File: src/hw/sstp_map.vh
// Register offsets, field positions, reset values and limits of the status telegram packer
`ifndef SSTP_MAP_VH
`define SSTP_MAP_VH

// Register word indices on the bus, taken from byte address bits 5..2
`define SSTP_REG_CTRL       4'h0
`define SSTP_REG_SCAN_CNT   4'h1
`define SSTP_REG_WORD_A     4'h2
`define SSTP_REG_WORD_B     4'h3
`define SSTP_REG_IRQ_STAT   4'h4
`define SSTP_REG_IRQ_CLR    4'h5
`define SSTP_REG_IRQ_EN     4'h6
`define SSTP_REG_FRAME_LO   4'h7

// Control register fields
`define SSTP_CTRL_FUNC_A_EN 0
`define SSTP_CTRL_FUNC_B_EN 1
`define SSTP_CTRL_RESET     8'h03

// Status byte fields, same layout for both functions
`define SSTP_ST_ACTIVE      7
`define SSTP_ST_WARN        6
`define SSTP_ST_GUARD       5
`define SSTP_ST_RESTART     4
`define SSTP_ST_OUTPUT      3

// Segment byte fields
`define SSTP_SG_WARN1       7
`define SSTP_SG_WARN2       6
`define SSTP_SG_GUARD1      5
`define SSTP_SG_GUARD2      4
`define SSTP_SG_PAIR1       3
`define SSTP_SG_PAIR2       2

// Interrupt bits
`define SSTP_IRQ_SCAN       0
`define SSTP_IRQ_GUARD      1
`define SSTP_IRQ_RANGE      2
`define SSTP_IRQ_WIDTH      3

// Legal range of bank and pair numbers
`define SSTP_NUM_MIN        4'h1
`define SSTP_NUM_MAX        4'hA

// Telegram geometry
`define SSTP_FIRST_BYTE     12
`define SSTP_LAST_BYTE      19
`define SSTP_TELE_BYTES     20

`endif

File: src/hw/sstp_packer.v
// Scanner status telegram packer: scan counter, function A/B status bytes, Wishbone registers
//
// Notes on behaviour
// - Unsigned 32-bit scan counter numbers successive scans; value goes in each telegram.
// - Scan counter clears only at power removal; otherwise it returns to zero only on wrapping past 2^32-1.
// - Byte 12 bit 7 is one when function A configured and active.
// - Byte 12 bit 6 shows A warning field: zero violated, one free.
// - Byte 12 bit 5 shows A protective field: zero violated, one free.
// - Byte 12 bit 4 is one while A restart interlock requests a start.
// - Byte 12 bit 3 mirrors A internal safety output, one meaning on.
// - Byte 13 holds A bank number high nibble, first pair low nibble.
// - Byte 14 holds A second pair high nibble, third pair low nibble.
// - Byte 15 bits 7..4 hold A warning and guard segment states.
// - Byte 15 bits 3 and 2 show A first and second pair selected.
// - Bytes 16 to 19 report function B with function A layout.
// - Byte 16 bit 4 is one while B restart interlock requests a start.
// - Byte 16 bit 3 mirrors B internal safety output, one meaning on.
// - Byte 17 holds B bank number high nibble, first pair low nibble.
`include "sstp_map.vh"

module sstp_packer #(
	parameter CNT_W = 32,
	parameter NIB_W = 4
) (
	// Clock, reset, enable
	input  wire              clk,
	input  wire              reset,
	input  wire              clk_en,
	// Scan results from field evaluation, taken when scan_done is high
	input  wire              scan_done,
	input  wire              func_a_configured,
	input  wire              func_a_warning_zone_state,
	input  wire              func_a_guard_zone_state,
	input  wire              func_a_restart_lock,
	input  wire              func_a_safety_switching_output,
	input  wire [NIB_W-1:0]  func_a_bank_sel,
	input  wire [NIB_W-1:0]  func_a_pair1_sel,
	input  wire [NIB_W-1:0]  func_a_pair2_sel,
	input  wire [NIB_W-1:0]  func_a_pair3_sel,
	input  wire              func_a_warning_segment1_state,
	input  wire              func_a_warning_segment2_state,
	input  wire              func_a_guard_segment1_state,
	input  wire              func_a_guard_segment2_state,
	input  wire              func_a_pair1_selected,
	input  wire              func_a_pair2_selected,
	input  wire              func_b_configured,
	input  wire              func_b_warning_zone_state,
	input  wire              func_b_guard_zone_state,
	input  wire              func_b_restart_lock,
	input  wire              func_b_safety_switching_output,
	input  wire [NIB_W-1:0]  func_b_bank_sel,
	input  wire [NIB_W-1:0]  func_b_pair1_sel,
	input  wire [NIB_W-1:0]  func_b_pair2_sel,
	input  wire [NIB_W-1:0]  func_b_pair3_sel,
	input  wire              func_b_warning_segment1_state,
	input  wire              func_b_warning_segment2_state,
	input  wire              func_b_guard_segment1_state,
	input  wire              func_b_guard_segment2_state,
	input  wire              func_b_pair1_selected,
	input  wire              func_b_pair2_selected,
	// Telegram out, bytes 0..3 counter, 12..15 function A, 16..19 function B
	output reg  [CNT_W-1:0]  scan_count,
	output reg  [31:0]       tele_func_a,
	output reg  [31:0]       tele_func_b,
	output reg               tele_valid,
	// Wishbone classic slave
	input  wire              wb_cyc_i,
	input  wire              wb_stb_i,
	input  wire              wb_we_i,
	input  wire [5:0]        wb_adr_i,
	input  wire [3:0]        wb_sel_i,
	input  wire [31:0]       wb_dat_i,
	output reg  [31:0]       wb_dat_o,
	output reg               wb_ack_o,
	output wire              wb_err_o,
	// Interrupt
	output wire              irq
);

	////////////////////////////////////////////////////////////////////////////
	// Register state

	reg  [7:0]  ctrl;
	reg  [3:0]  irq_stat;
	reg  [3:0]  irq_en;
	reg         first_done;
	reg  [3:0]  next_irq_stat;
	wire [3:0]  scan_events;
	wire [3:0]  clr_bits;

	wire req     = wb_cyc_i & wb_stb_i & ~wb_ack_o;
	wire [3:0] widx = wb_adr_i[5:2];
	wire wr_hit  = req & wb_we_i & wb_sel_i[0];

	////////////////////////////////////////////////////////////////////////////
	// Field packing, function A and B share one layout

	// Numbers outside 1..10 of an active function are flagged but passed unchanged so faults stay visible
	function range_bad;
		input [NIB_W-1:0] n;
		begin
			range_bad = (n < `SSTP_NUM_MIN) || (n > `SSTP_NUM_MAX);
		end
	endfunction

	// Status byte; low three bits are reserved and sent as zero
	function [7:0] pack_status;
		input act, warn, guard, rst, outp;
		begin
			pack_status = 8'h00;
			pack_status[`SSTP_ST_ACTIVE]  = act;
			pack_status[`SSTP_ST_WARN]    = warn;
			pack_status[`SSTP_ST_GUARD]   = guard;
			pack_status[`SSTP_ST_RESTART] = rst;
			pack_status[`SSTP_ST_OUTPUT]  = outp;
		end
	endfunction

	// Segment byte; bits 1..0 reserved
	function [7:0] pack_segments;
		input w1, w2, g1, g2, p1, p2;
		begin
			pack_segments = 8'h00;
			pack_segments[`SSTP_SG_WARN1]  = w1;
			pack_segments[`SSTP_SG_WARN2]  = w2;
			pack_segments[`SSTP_SG_GUARD1] = g1;
			pack_segments[`SSTP_SG_GUARD2] = g2;
			pack_segments[`SSTP_SG_PAIR1]  = p1;
			pack_segments[`SSTP_SG_PAIR2]  = p2;
		end
	endfunction

	// A function counts as active only when software enables it and evaluation reports it configured
	wire act_a = func_a_configured & ctrl[`SSTP_CTRL_FUNC_A_EN];
	wire act_b = func_b_configured & ctrl[`SSTP_CTRL_FUNC_B_EN];

	wire [31:0] word_a = {
		pack_status(act_a, func_a_warning_zone_state, func_a_guard_zone_state,
			func_a_restart_lock, func_a_safety_switching_output),
		func_a_bank_sel, func_a_pair1_sel,
		func_a_pair2_sel, func_a_pair3_sel,
		pack_segments(func_a_warning_segment1_state, func_a_warning_segment2_state,
			func_a_guard_segment1_state, func_a_guard_segment2_state,
			func_a_pair1_selected, func_a_pair2_selected)};

	// Same layout for B, bytes 16..19
	wire [31:0] word_b = {
		pack_status(act_b, func_b_warning_zone_state, func_b_guard_zone_state,
			func_b_restart_lock, func_b_safety_switching_output),
		func_b_bank_sel, func_b_pair1_sel,
		func_b_pair2_sel, func_b_pair3_sel,
		pack_segments(func_b_warning_segment1_state, func_b_warning_segment2_state,
			func_b_guard_segment1_state, func_b_guard_segment2_state,
			func_b_pair1_selected, func_b_pair2_selected)};

	wire range_err =
		(act_a & (range_bad(func_a_bank_sel) | range_bad(func_a_pair1_sel) |
			range_bad(func_a_pair2_sel) | range_bad(func_a_pair3_sel))) |
		(act_b & (range_bad(func_b_bank_sel) | range_bad(func_b_pair1_sel) |
			range_bad(func_b_pair2_sel) | range_bad(func_b_pair3_sel)));

	////////////////////////////////////////////////////////////////////////////
	// Scan counter and telegram capture

	// Reset is the power-on reset only; there is deliberately no software clear path
	always @(posedge clk or posedge reset) begin
		if (reset) begin
			scan_count <= {CNT_W{1'b0}};
			tele_func_a <= 32'h0000_0000;
			tele_func_b <= 32'h0000_0000;
			tele_valid <= 1'b0;
			first_done <= 1'b0;
		end else if (clk_en) begin
			tele_valid <= scan_done;
			if (scan_done) begin
				// First scan is numbered zero, each later scan one more; wraps at 2^32
				if (first_done) begin
					scan_count <= scan_count + {{(CNT_W-1){1'b0}}, 1'b1};
				end
				first_done <= 1'b1;
				tele_func_a <= word_a;
				tele_func_b <= word_b;
			end
		end
	end

	////////////////////////////////////////////////////////////////////////////
	// Interrupt status, set wins over clear

	assign scan_events[`SSTP_IRQ_SCAN]  = scan_done;
	assign scan_events[`SSTP_IRQ_GUARD] = scan_done &
		((act_a & ~func_a_guard_zone_state) | (act_b & ~func_b_guard_zone_state));
	assign scan_events[`SSTP_IRQ_RANGE] = scan_done & range_err;
	assign scan_events[`SSTP_IRQ_WIDTH] = scan_done & first_done & (&scan_count);
	assign clr_bits = (wr_hit && widx == `SSTP_REG_IRQ_CLR) ? wb_dat_i[3:0] : 4'h0;

	// Status update
	always @* begin
		next_irq_stat = (irq_stat & ~clr_bits) | scan_events;
	end

	assign irq = |(irq_stat & irq_en);

	////////////////////////////////////////////////////////////////////////////
	// Wishbone slave, one registered answer per request, ack one cycle after the request is sampled

	assign wb_err_o = 1'b0;

	// Writes act at the ack edge; ack drops the cycle after
	always @(posedge clk or posedge reset) begin
		if (reset) begin
			ctrl <= `SSTP_CTRL_RESET;
			irq_en <= 4'h0;
			irq_stat <= 4'h0;
			wb_ack_o <= 1'b0;
			wb_dat_o <= 32'h0000_0000;
		end else if (clk_en) begin
			irq_stat <= next_irq_stat;
			wb_ack_o <= req;
			if (wr_hit) begin
				if (widx == `SSTP_REG_CTRL) begin
					ctrl <= wb_dat_i[7:0];
				end else if (widx == `SSTP_REG_IRQ_EN) begin
					irq_en <= wb_dat_i[3:0];
				end
			end
			if (req & ~wb_we_i) begin
				if (widx == `SSTP_REG_CTRL) begin
					wb_dat_o <= {24'h00_0000, ctrl};
				end else if (widx == `SSTP_REG_SCAN_CNT) begin
					wb_dat_o <= scan_count;
				end else if (widx == `SSTP_REG_WORD_A) begin
					wb_dat_o <= tele_func_a;
				end else if (widx == `SSTP_REG_WORD_B) begin
					wb_dat_o <= tele_func_b;
				end else if (widx == `SSTP_REG_IRQ_STAT) begin
					wb_dat_o <= {28'h000_0000, irq_stat};
				end else if (widx == `SSTP_REG_IRQ_EN) begin
					wb_dat_o <= {28'h000_0000, irq_en};
				end else if (widx == `SSTP_REG_FRAME_LO) begin
					wb_dat_o <= {{31{1'b0}}, first_done};
				end else begin
					wb_dat_o <= 32'h0000_0000;            // Unmapped and write-only read zero
				end
			end
		end
	end

endmodule // sstp_packer

File: config.mk
export PLATFORM = sky130hd
export DESIGN_NAME = sstp_packer
export DESIGN_NICKNAME = d
export VERILOG_FILES = /design/src/hw/sstp_packer.v
export VERILOG_INCLUDE_DIRS = /design/src /design/src/hw
export SDC_FILE = /design/constraint.sdc
export NUM_CORES = 1
export LEC_CHECK = 0
export ABC_CLOCK_PERIOD_IN_PS = 6700
export BUFFER_PORTS_ARGS = -buffer_cell sky130_fd_sc_hd__buf_2
export CAP_MARGIN = 5
export CELL_PAD_IN_SITES_DETAIL_PLACEMENT = 1
export CELL_PAD_IN_SITES_GLOBAL_PLACEMENT = 1
export CORE_ASPECT_RATIO = 0.75
export CORE_MARGIN = 3
export CORE_UTILIZATION = 41
export CTS_CLUSTER_SIZE = 30
export DETAILED_ROUTE_END_ITERATION = 6
export PLACE_DENSITY = 0.92
export SLEW_MARGIN = 5
export SYNTH_ARGS = -nofsm -noshare
export SYNTH_HDL_FRONTEND = slang
export SYNTH_SLANG_ARGS = --single-unit
File: constraint.sdc
create_clock -name clk -period 6.7 [get_ports clk]
set_input_delay 0.335 -clock clk [delete_from_list [all_inputs] [get_ports clk]]
set_output_delay 0.335 -clock clk [all_outputs]
set_load 0.005 [all_outputs]
# Word level (Yosys, flattened, before mapping)
# Cells that the tools add are included.
# classes
n_addsub	1
n_lt_le_gt_ge	16
eq_ne	7
n_mux	8
bitwise	32
reduce_logical	17
# ops
cell	n
two-way mux 32 bit	4
adder 32 x 1 -> 32 bit (second input constant)	1
greater-than comparator 4 bit (second input constant)	8
less-than comparator 4 x 1 -> 1 bit (second input constant)	8
AND reduction 32 bit	1
equality test 4 x 3 -> 1 bit (second input constant)	4
bitwise AND 1 bit	15
two-way mux 4 bit	3
bitwise AND 4 bit	2
equality test 4 x 2 -> 1 bit (second input constant)	2
logical OR 1 bit	8
bitwise OR 1 bit	8
AND reduction 3 bit	2
inverter 1 bit	5
equality test 4 x 1 -> 1 bit (second input constant)	1
logical NOT 4 bit	1
inverter 4 bit	1
bitwise OR 4 bit	1
AND reduction 2 bit	2
AND reduction 4 bit	1
OR reduction 4 bit	1
logical AND 1 bit	1
two-way mux 1 bit	1
# word_totals
ff_bits	137
inputBits	103
out_inout_bits	132
word_cells	91

# Depth between registers and ports, before layout
# Gate-level depths: netlist of run 1.
# depth
ltp_word	9
mapped_depth	7

# Worst setup path before layout of run 1
# No wires, ideal clock.
# synth_timing
path_kind	input to register
start	in wb_adr_i[4]
end	reg ctrl[2]
arrival_time_ns	1.499
setup_slack_ns	5.076
cell_stages	5
n_path_buf	1
path_cell_list	clkbuf_2 -> nor2_4 -> nand2_1 -> nor3_4 -> mux2_2
# synth_between
elab_chain_cells	2
# synth_rtl
item	line	rtl
from (decl)	sstp_packer.v:70	input wire [5:0] wb_adr_i,
logical NOT 4 bit (no source line)	-	
AND reduction 3 bit (no source line)	-	
to (signal assigned)	sstp_packer.v:212	ctrl <= `SSTP_CTRL_RESET;
to (signal assigned)	sstp_packer.v:222	ctrl <= wb_dat_i[7:0];
to (decl)	sstp_packer.v:83	reg [7:0] ctrl;
# No other way between the ends.
# A chain may end at the register's enable or synchronous reset.

# Final worst setup path of run 1
# layout_timing
start	reg wb_ack_o
end	reg wb_dat_o[22]
# layout_between
elab_chain_cells	4
# layout_rtl
item	line	rtl
from (decl)	sstp_packer.v:74	output reg wb_ack_o,
from (signal assigned)	sstp_packer.v:219	wb_ack_o <= req;
inverter 1 bit	sstp_packer.v:91	wire req = wb_cyc_i & wb_stb_i & ~wb_ack_o;
bitwise AND 1 bit	sstp_packer.v:91	
bitwise AND 1 bit	sstp_packer.v:227	if (req & ~wb_we_i) begin
AND reduction 2 bit (no source line)	-	
to (signal assigned)	sstp_packer.v:229	wb_dat_o <= {24'h00_0000, ctrl};
to (signal assigned)	sstp_packer.v:231	wb_dat_o <= scan_count;
to (signal assigned)	sstp_packer.v:233	wb_dat_o <= tele_func_a;
to (decl)	sstp_packer.v:73	output reg [31:0] wb_dat_o,
# No other way between the ends.

==> flow_summary_export.csv, run 1 <==
group,metric,value,unit
route,viasPerCell,5.452,
floorplan,std_cell_rows,39,
global_route,grt_start_max_net_pins,71,
logic_synthesis,ys_types,52,
sta,finalWorstSetupSlack,4.306,ns
place,portBuffers,194,
sta,fin_crit,2.394,ns
outcome,status,"finished with violations",
critical_path,cp_top_family,"simple AND/OR/NAND/NOR gates",
critical_path,cp.arrival,2.71,ns
power,cellLeakagePower,4.005,nW
min_path,hold_path.class,"input port to asynchronous set/reset pin",
critical_path,reg2reg_slack,4.31,ns
global_route,gr-total-overflow,0,
route,vias,5174,
sta,setup_viol,0,
floorplan,die_x,151.0,um
route,route.antenna.remaining_nets,0,
logic_synthesis,synthArstFlopShare,100.0,%
global_route,top_usage_layer,"met2",
global_route,grt_util_met1,32.14,%
floorplan,die_h,114.7,um
sta,final-max-slew-violation-count,0,
layout,fillCellCount,1701,
place,dp_hpwl,14.72,mm
clock_tree,cts_hold_buf,0,
sta,fmax,0.4177,GHz
sta,fin_skew,0.008444,ns
clock_tree,cts.sinks,137,
logic_synthesis,yosys-top-cells-area,"dfrtp_1 (52%), mux2_2 (16%), xnor2_1 (3.9%)",
power,power,0.002363,W
clock_tree,htreeDepth,4,
critical_path,slowest_stage,"nand3_1",
logic_synthesis,syn_area,6462,um^2
critical_path,worstSetupEndpointType,"flop",
sta,whs,-0.004999,ns
critical_path,r2r_end,"wb_dat_o[22]$_DFFE_PP0P_",
global_route,grt_pass1_vias,5426,
logic_synthesis,syn_inst,541,
critical_path,critPathBufInv,0,
critical_path,cp.required,7.01,ns
clock_tree,clk_pin_slew_worst_paths,0.06,ns
critical_path,r2r_cells,4,
critical_path,rr_startpoint,"wb_ack_o$_DFFE_PP0P_",
sta,tightest_slew,0.9229,ns
floorplan,dieArea,17320,um^2
sta,grt_setup_unrepaired,"false",
logic_synthesis,ys_warn_count,0,
logic_synthesis,synth_ff_type,"dfrtp_1",
logic_synthesis,synth_top_area_share,52.27,%
logic_synthesis,synth_edf_count,0,
floorplan,core_area,15320,um^2
global_route,grt_pass1_wl,31.13,mm
logic_synthesis,ys_seq_elements,137,
logic_synthesis,yosysTopAreaCell,"dfrtp_1",
global_route,grt_util_met3,5.975,%
critical_path,path_cells,"nand4b_4 > nor2_2 > nand3_1 > o21ai_0",
floorplan,start_util,42.18,%
logic_synthesis,seq_area_frac_synth,53.09,%
critical_path,crit_path_max_incr_delay,0.76,ns
route,drc,0,
global_route,grtUsageMet2,37.72,%
critical_path,critPathKind,"flop to flop",
place,place.gp.congestion,0.9249,
layout,drive_gt1_share,45.76,%
critical_path,cp_max_fo,21,
clock_tree,cts_root_buffer,"clkbuf_16",
clock_tree,clk_latency,0.42,ns
clock_tree,postCtsSetupRepairBufs,0,
route,totalWireLength,20.36,mm
global_route,grtUsageTotal,23.78,%
critical_path,start_kind,"flop",
clock_tree,clock_path_buffers,2,
clock_tree,cts_resized,0,
clock_tree,numCtsBuffers,17,
sta,min_period_over_period,35.73,%
route,dr.first_iter.drc_count,299,
sta,final.setup.tns,0,ns
layout,syn_to_final_growth,26.60,%
sta,hold_viol,1,
floorplan,ioPinCount,235,
route,wl_per_cell,21.46,um
place,dp_slack,4.035,ns
power,powerDensity,288.8,nW/um^2
sta,max_slew_margin,38.30,%
global_route,antenna_found_initial,1,
clock_tree,cts_tree,"done",
layout,final_nets,834,
route,dr.pass1.iters,4,
critical_path,crit_cells,4,
logic_synthesis,syn_area_per_cell,11.95,um^2
flow_run,cap_violations,0,
outcome,violations,"hold timing",
power,ir_worst_vdd,0.1731,mV
-- layout make-up --
class                   instances  area, um^2  share of cell area, %
inverters                       5       23.77                 0.2906
clock buffers                  18       439.2                  5.368
repair buffers                198        1001                  12.23
flip-flops and latches        137        3431                  41.93
diodes                          1       2.502                0.03059
clock inverters                14       195.2                  2.386
well taps                     205       256.5                  3.135
multi-input cells             371        2833                  34.62
-- kinds of logic after synthesis --
family | synth area share [%]
AO/OA/AOI/OAI | 9.235
XOR/XNOR | 4.201
adder cells (fa/ha/maj) | 0.1936
buffers and inverters | 3.737
flip-flops | 53.09
multiplexers | 16.19
other | 0.05803
AND/OR/NAND/NOR | 13.30
-- where the power goes --
| group | internal (W) | leakage, nW | total (W) | switching (W) |
|---|---|---|---|---|
| Clock | 0.000636 | 0.311 | 0.00101 | 0.000378 |
| Sequential | 0.000915 | 1.75 | 0.000997 | 0.0000820 |
| Combinational | 0.000176 | 1.94 | 0.000352 | 0.000176 |
-- worst max path at each step --
stage | from | endpoint | slack, ns
2_1_floorplan | reset | ctrl[2]$_DFFE_PP0P_ | 2.70
3_3_place_gp | wb_adr_i[2] | wb_dat_o[9]$_DFFE_PP0P_ | 4.15
3_5_place_dp | wb_adr_i[2] | wb_dat_o[8]$_DFFE_PP0P_ | 4.04
4_1_cts | wb_ack_o$_DFFE_PP0P_ | wb_dat_o[29]$_DFFE_PP0P_ | 4.33
5_1_grt | wb_ack_o$_DFFE_PP0P_ | wb_dat_o[17]$_DFFE_PP0P_ | 4.06
6_report | wb_ack_o$_DFFE_PP0P_ | wb_dat_o[22]$_DFFE_PP0P_ | 4.31
-- cell usage after synthesis, drive strengths merged (2+ instances only) --
cell type,n
a21o,9
a21oi,5
a221oi,5
a22o,6
a22oi,27
and2,2
and3,8
buf,28
clkbuf,10
dfrtp,135
dfstp,2
inv,5
mux2,92
nand2,53
nand2b,5
nand3,20
nand4,17
nor2,18
nor2b,2
nor3,3
nor3b,2
nor4,14
nor4b,2
o21ai,25
xnor2,29
xor2,2
-- registers in the layout, summed over array words and instances, names as in the netlist --
| name | flops |
|---|---|
| scan_count | 32 |
| wb_dat_o | 32 |
| tele_func_a | 27 |
| tele_func_b | 27 |
| ctrl | 8 |
| irq_en | 4 |
| irq_stat | 4 |
| first_done | 1 |
| tele_valid | 1 |
| wb_ack_o | 1 |
-- per-layer routing --
metal	vias up	wire length (um)	share of wire (%)
met5	-	0	0
met4	0	341	1.7
met3	30	1159	5.7
met2	158	9728	48
met1	2652	9134	45
li1	2334	-	-
-- placed cells by master, fill, tap and decap left out, types with 3 or more instances in the layout --
master,synthesis,layout
a21o_1,9,9
a21oi_1,5,5
a221oi_1,5,5
a22o_1,6,6
a22oi_1,27,27
and3_1,8,8
buf_2,13,194
buf_4,14,4
bufinv_16,0,4
clkbuf_16,0,17
clkinv_2,0,3
clkinv_4,0,3
conb_1,1,11
dfrtp_1,135,135
inv_1,5,4
inv_6,0,4
mux2_2,92,92
nand2_1,53,52
nand2b_1,5,5
nand3_1,20,20
nand4_1,15,15
nor2_1,16,16
nor4_1,10,10
nor4_4,3,3
o21ai_0,23,23
xnor2_1,29,29
-- per-stage QoR --
step | utilization (%) | instances | cell area (um^2)
after global routing | 53.40 | 949 | 8182
after global placement | 49.24 | 916 | 7545
after detailed placement | 49.24 | 916 | 7545
final | 53.40 | 949 | 8182
after CTS | 53.38 | 948 | 8179
after floorplan | - | 551 | 6500
No activity file was read; power rests on OpenSTA's default activity.
==> inputs of run 2 (changes only) <==
--- a/config.mk
+++ b/config.mk
@@ -6,17 +6,18 @@
 export SDC_FILE = /design/constraint.sdc
 export NUM_CORES = 1
 export LEC_CHECK = 0
-export ABC_CLOCK_PERIOD_IN_PS = 6700
+export ABC_AREA = 1
+export ABC_CLOCK_PERIOD_IN_PS = 2350
 export BUFFER_PORTS_ARGS = -buffer_cell sky130_fd_sc_hd__buf_2
 export CAP_MARGIN = 5
 export CELL_PAD_IN_SITES_DETAIL_PLACEMENT = 1
 export CELL_PAD_IN_SITES_GLOBAL_PLACEMENT = 1
 export CORE_ASPECT_RATIO = 0.75
 export CORE_MARGIN = 3
-export CORE_UTILIZATION = 41
+export CORE_UTILIZATION = 36
 export CTS_CLUSTER_SIZE = 30
 export DETAILED_ROUTE_END_ITERATION = 6
-export PLACE_DENSITY = 0.92
+export PLACE_DENSITY = 0.87
 export SLEW_MARGIN = 5
 export SYNTH_ARGS = -nofsm -noshare
 export SYNTH_HDL_FRONTEND = slang
==> constraint.sdc (replaced) <==
create_clock -name clk -period 2.35 [get_ports clk]
set_input_delay 0.1175 -clock clk [delete_from_list [all_inputs] [get_ports clk]]
set_output_delay 0.1175 -clock clk [all_outputs]
set_load 0.005 [all_outputs]
==> run 2 against run 1 <==
  * The flow now finishes without violations
  * Utilization fell by 4.5 points
  * Area after synthesis rose by 9.0%
  * Synthesized cell count rose by 69%
  * Critical path type unchanged
  * Largest power group is now registers
  * Highest routed layer unchanged
==> flow_summary_export.csv, run 2 <==
group,metric,value,unit
outcome,status,"finished, final reports clean",
place,placed_area,8208,um^2
global_route,antenna_found_initial,0,
place,place.gp.congestion,0.8358,
logic_synthesis,syn_inst,913,
clock_tree,clk_pin_slew_worst_paths,0.06,ns
critical_path,worstSetupEndpointType,"flop",
logic_synthesis,syn_area,7044,um^2
min_path,hold_path.class,"input port to flop",
clock_tree,postCtsSetupRepairBufs,0,
sta,final-max-slew-violation-count,0,
critical_path,r2r_cells,9,
logic_synthesis,synth_fa_ha_area_share,0.1776,%
logic_synthesis,seq_area_frac_synth,48.70,%
logic_synthesis,synth_ff_type,"dfrtp_1",
sta,fin_skew,0.01095,ns
power,seq_power_share,45.8,%
global_route,gr-total-overflow,0,
global_route,grt_pass1_vias,7704,
sta,max_slew_margin,47.96,%
route,totalWireLength,26.20,mm
clock_tree,cts_root_buffer,"clkbuf_16",
place,dpl.cell_count,1332,
critical_path,start_kind,"flop",
layout,post-route-cell-area,9206,um^2
power,switching_share,29.42,%
power,p_int,0.004388,W
layout,multi_input_area,3087,um^2
power,p_clk_share,37.7,%
critical_path,cp.arrival,2.02,ns
layout,antennaDiodeCount,0,
logic_synthesis,synth_edf_count,0,
min_path,holdPathStages,3,
route,vias,7136,
critical_path,reg2reg_slack,0.65,ns
global_route,grtUsageTotal,25.00,%
logic_synthesis,synth-xor-area-share,2.362,%
floorplan,die_h,127.1,um
clock_tree,cts_hold_buf,50,
layout,final_common_cell,"nand2_1",
floorplan,std_cell_rows,43,
min_path,min_from,"func_a_pair1_sel[0]",
sta,tightest_slew,0.7806,ns
route,wl_per_cell,18.53,um
route,viasPerCell,5.047,
logic_synthesis,synth_simple_gate_area_share,29.98,%
floorplan,start_util,37.41,%
logic_synthesis,synthArstFlopShare,100.0,%
layout,finalNonFillerCells,1414,
clock_tree,cts_resized,0,
logic_synthesis,synth_mux_area_share,0,%
min_path,holdPathEnd,"tele_func_a[16]$_DFFE_PP0P_",
layout,layout_common_cells,"nand2_1 (337), buf_2 (194), dfrtp_1 (135)",
logic_synthesis,synth_top_area_share,47.96,%
clock_tree,cts_tree,"done",
logic_synthesis,yosys-top-cells-area,"dfrtp_1 (48%), nand2_1 (18%), o21ai_0 (4.6%)",
critical_path,r2r_end,"scan_count[25]$_DFFE_PP0P_",
route,dr.pass1.iters,5,
critical_path,critPathKind,"flop to flop",
logic_synthesis,synth-compound-area-share,10.64,%
route,drc,0,
critical_path,rr_startpoint,"scan_count[10]$_DFFE_PP0P_",
sta,final.setup.tns,0,ns
layout,fillCellCount,2392,
critical_path,cp.required,2.67,ns
sta,fin_crit,1.702,ns
place,portBuffers,194,
clock_tree,htreeDepth,4,
route,route.antenna.remaining_nets,0,
clock_tree,cts.sinks,137,
floorplan,ioPinCount,235,
critical_path,cp_max_fo,5,
global_route,grt_pass1_wl,41.93,mm
power,powerDensity,675.3,nW/um^2
floorplan,dieArea,21300,um^2
power,p_comb_share,16.5,%
layout,syn_to_final_growth,30.69,%
layout,drive_gt1_share,22.71,%
sta,hold_viol,0,
sta,grt_setup_unrepaired,"false",
logic_synthesis,ys_seq_elements,137,
sta,fmax,0.5876,GHz
clock_tree,numCtsBuffers,17,
logic_synthesis,synth_top_family_by_area,"simple AND/OR/NAND/NOR gates",
floorplan,core_area,18830,um^2
sta,setup_viol,0,
logic_synthesis,syn_area_per_cell,7.716,um^2
clock_tree,clock_path_buffers,2,
power,cellLeakagePower,4.931,nW
logic_synthesis,ys_top_cells_by_count,"nand2_1 (339), dfrtp_1 (135), inv_1 (82)",
power,power.switching,0.001829,W
floorplan,die_x,167.5,um
sta,min_period_over_period,72.42,%
place,dp_hpwl,18.48,mm
logic_synthesis,yosysMostFrequentCell,"nand2_1",
global_route,grt_start_max_net_pins,138,
logic_synthesis,ys_types,37,
layout,reg_top3,"scan_count: 32 flops, wb_dat_o: 32 flops",
clock_tree,clk_latency,0.42,ns
layout,final_nets,1258,
route,dr.first_iter.drc_count,466,
power,ir_worst_vdd,0.3683,mV
flow_run,cap_violations,0,
logic_synthesis,yosysTopAreaCell,"dfrtp_1",
layout,layout.area.seq,3431,um^2
layout,finish.utilization,48.89,%
logic_synthesis,ys_warn_count,0,
[run 2: worst max-delay path by stage]
| stage | startpoint | endpoint | slack, ns | depth (start not counted) |
|---|---|---|---|---|
| 2_1_floorplan | reset | ctrl[2]$_DFFE_PP0P_ | 0.53 | 1 |
| 3_3_place_gp | scan_count[10]$_DFFE_PP0P_ | scan_count[25]$_DFFE_PP0P_ | 0.71 | 9 |
| 3_5_place_dp | wb_adr_i[4] | wb_dat_o[9]$_DFFE_PP0P_ | 0.65 | 6 |
| 4_1_cts | scan_count[10]$_DFFE_PP0P_ | scan_count[25]$_DFFE_PP0P_ | 0.67 | 9 |
| 5_1_grt | scan_count[10]$_DFFE_PP0P_ | scan_count[25]$_DFFE_PP0P_ | 0.49 | 9 |
| 6_report | scan_count[10]$_DFFE_PP0P_ | scan_count[25]$_DFFE_PP0P_ | 0.65 | 9 |
[run 2: layout make-up]
| type | count | area share [%] |
|---|---|---|
| Inverter | 88 | 3.697 |
| Clock inverter | 5 | 0.2718 |
| Clock buffer | 27 | 5.137 |
| Multi-Input combinational cell | 660 | 33.53 |
| Tap cell | 247 | 3.357 |
| Sequential cell | 137 | 37.27 |
| Timing Repair Buffer | 250 | 16.74 |
[run 2: critical path, stage by stage, from the launching register on]
cell     delay, ns
dfrtp_1       0.46
nand2_1       0.15
nor2_1        0.37
nand2_1       0.10
nor2_1        0.23
nand2_1       0.08
nand2_1       0.06
nand2_1       0.05
nand2_1       0.05
nand2_1       0.04
[run 2: per-stage QoR]
stage | setup slack, ns | hold slack, ns | total power, W
final | 0.6482 | 0.007267 | 0.006217
after global routing | 0.4911 | 0.01598 | 0.006521
after CTS | 0.6656 | 0.002334 | 0.006239
after detailed placement | 0.6523 | 0.3182 | 0.003813
after global placement | 0.7133 | 0.3139 | 0.003767
after floorplan | 0.5270 | 0.2271 | 0.003288
[run 2: kinds of logic after synthesis]
group / after synthesis
AO/OA/AOI/OAI: 143
adder cells (fa/ha/maj): 1
buffers and inverters: 126
XOR/XNOR: 19
flip-flops: 137
AND/OR/NAND/NOR: 486
other: 1
[run 2: power by group through the flow]
stage          Combinational [W]  Clock, W  Sequential (W)
6_report                 0.00103   0.00235         0.00284
5_1_grt                  0.00115   0.00249         0.00288
4_1_cts                  0.00103   0.00238         0.00284
3_5_place_dp            0.000943         0         0.00287
3_3_place_gp            0.000908         0         0.00286
2_1_floorplan           0.000462         0         0.00283
[run 2: routing by layer]
| metal | wire length, um | vias up | track usage (%) |
|---|---|---|---|
| li1 | - | 3343 | - |
| met1 | 11460 | 3534 | 32.03 |
| met2 | 12560 | 217 | 42.29 |
| met3 | 1661 | 42 | 6.310 |
| met4 | 524 | 0 | 7.311 |
| met5 | 0 | - | 0 |
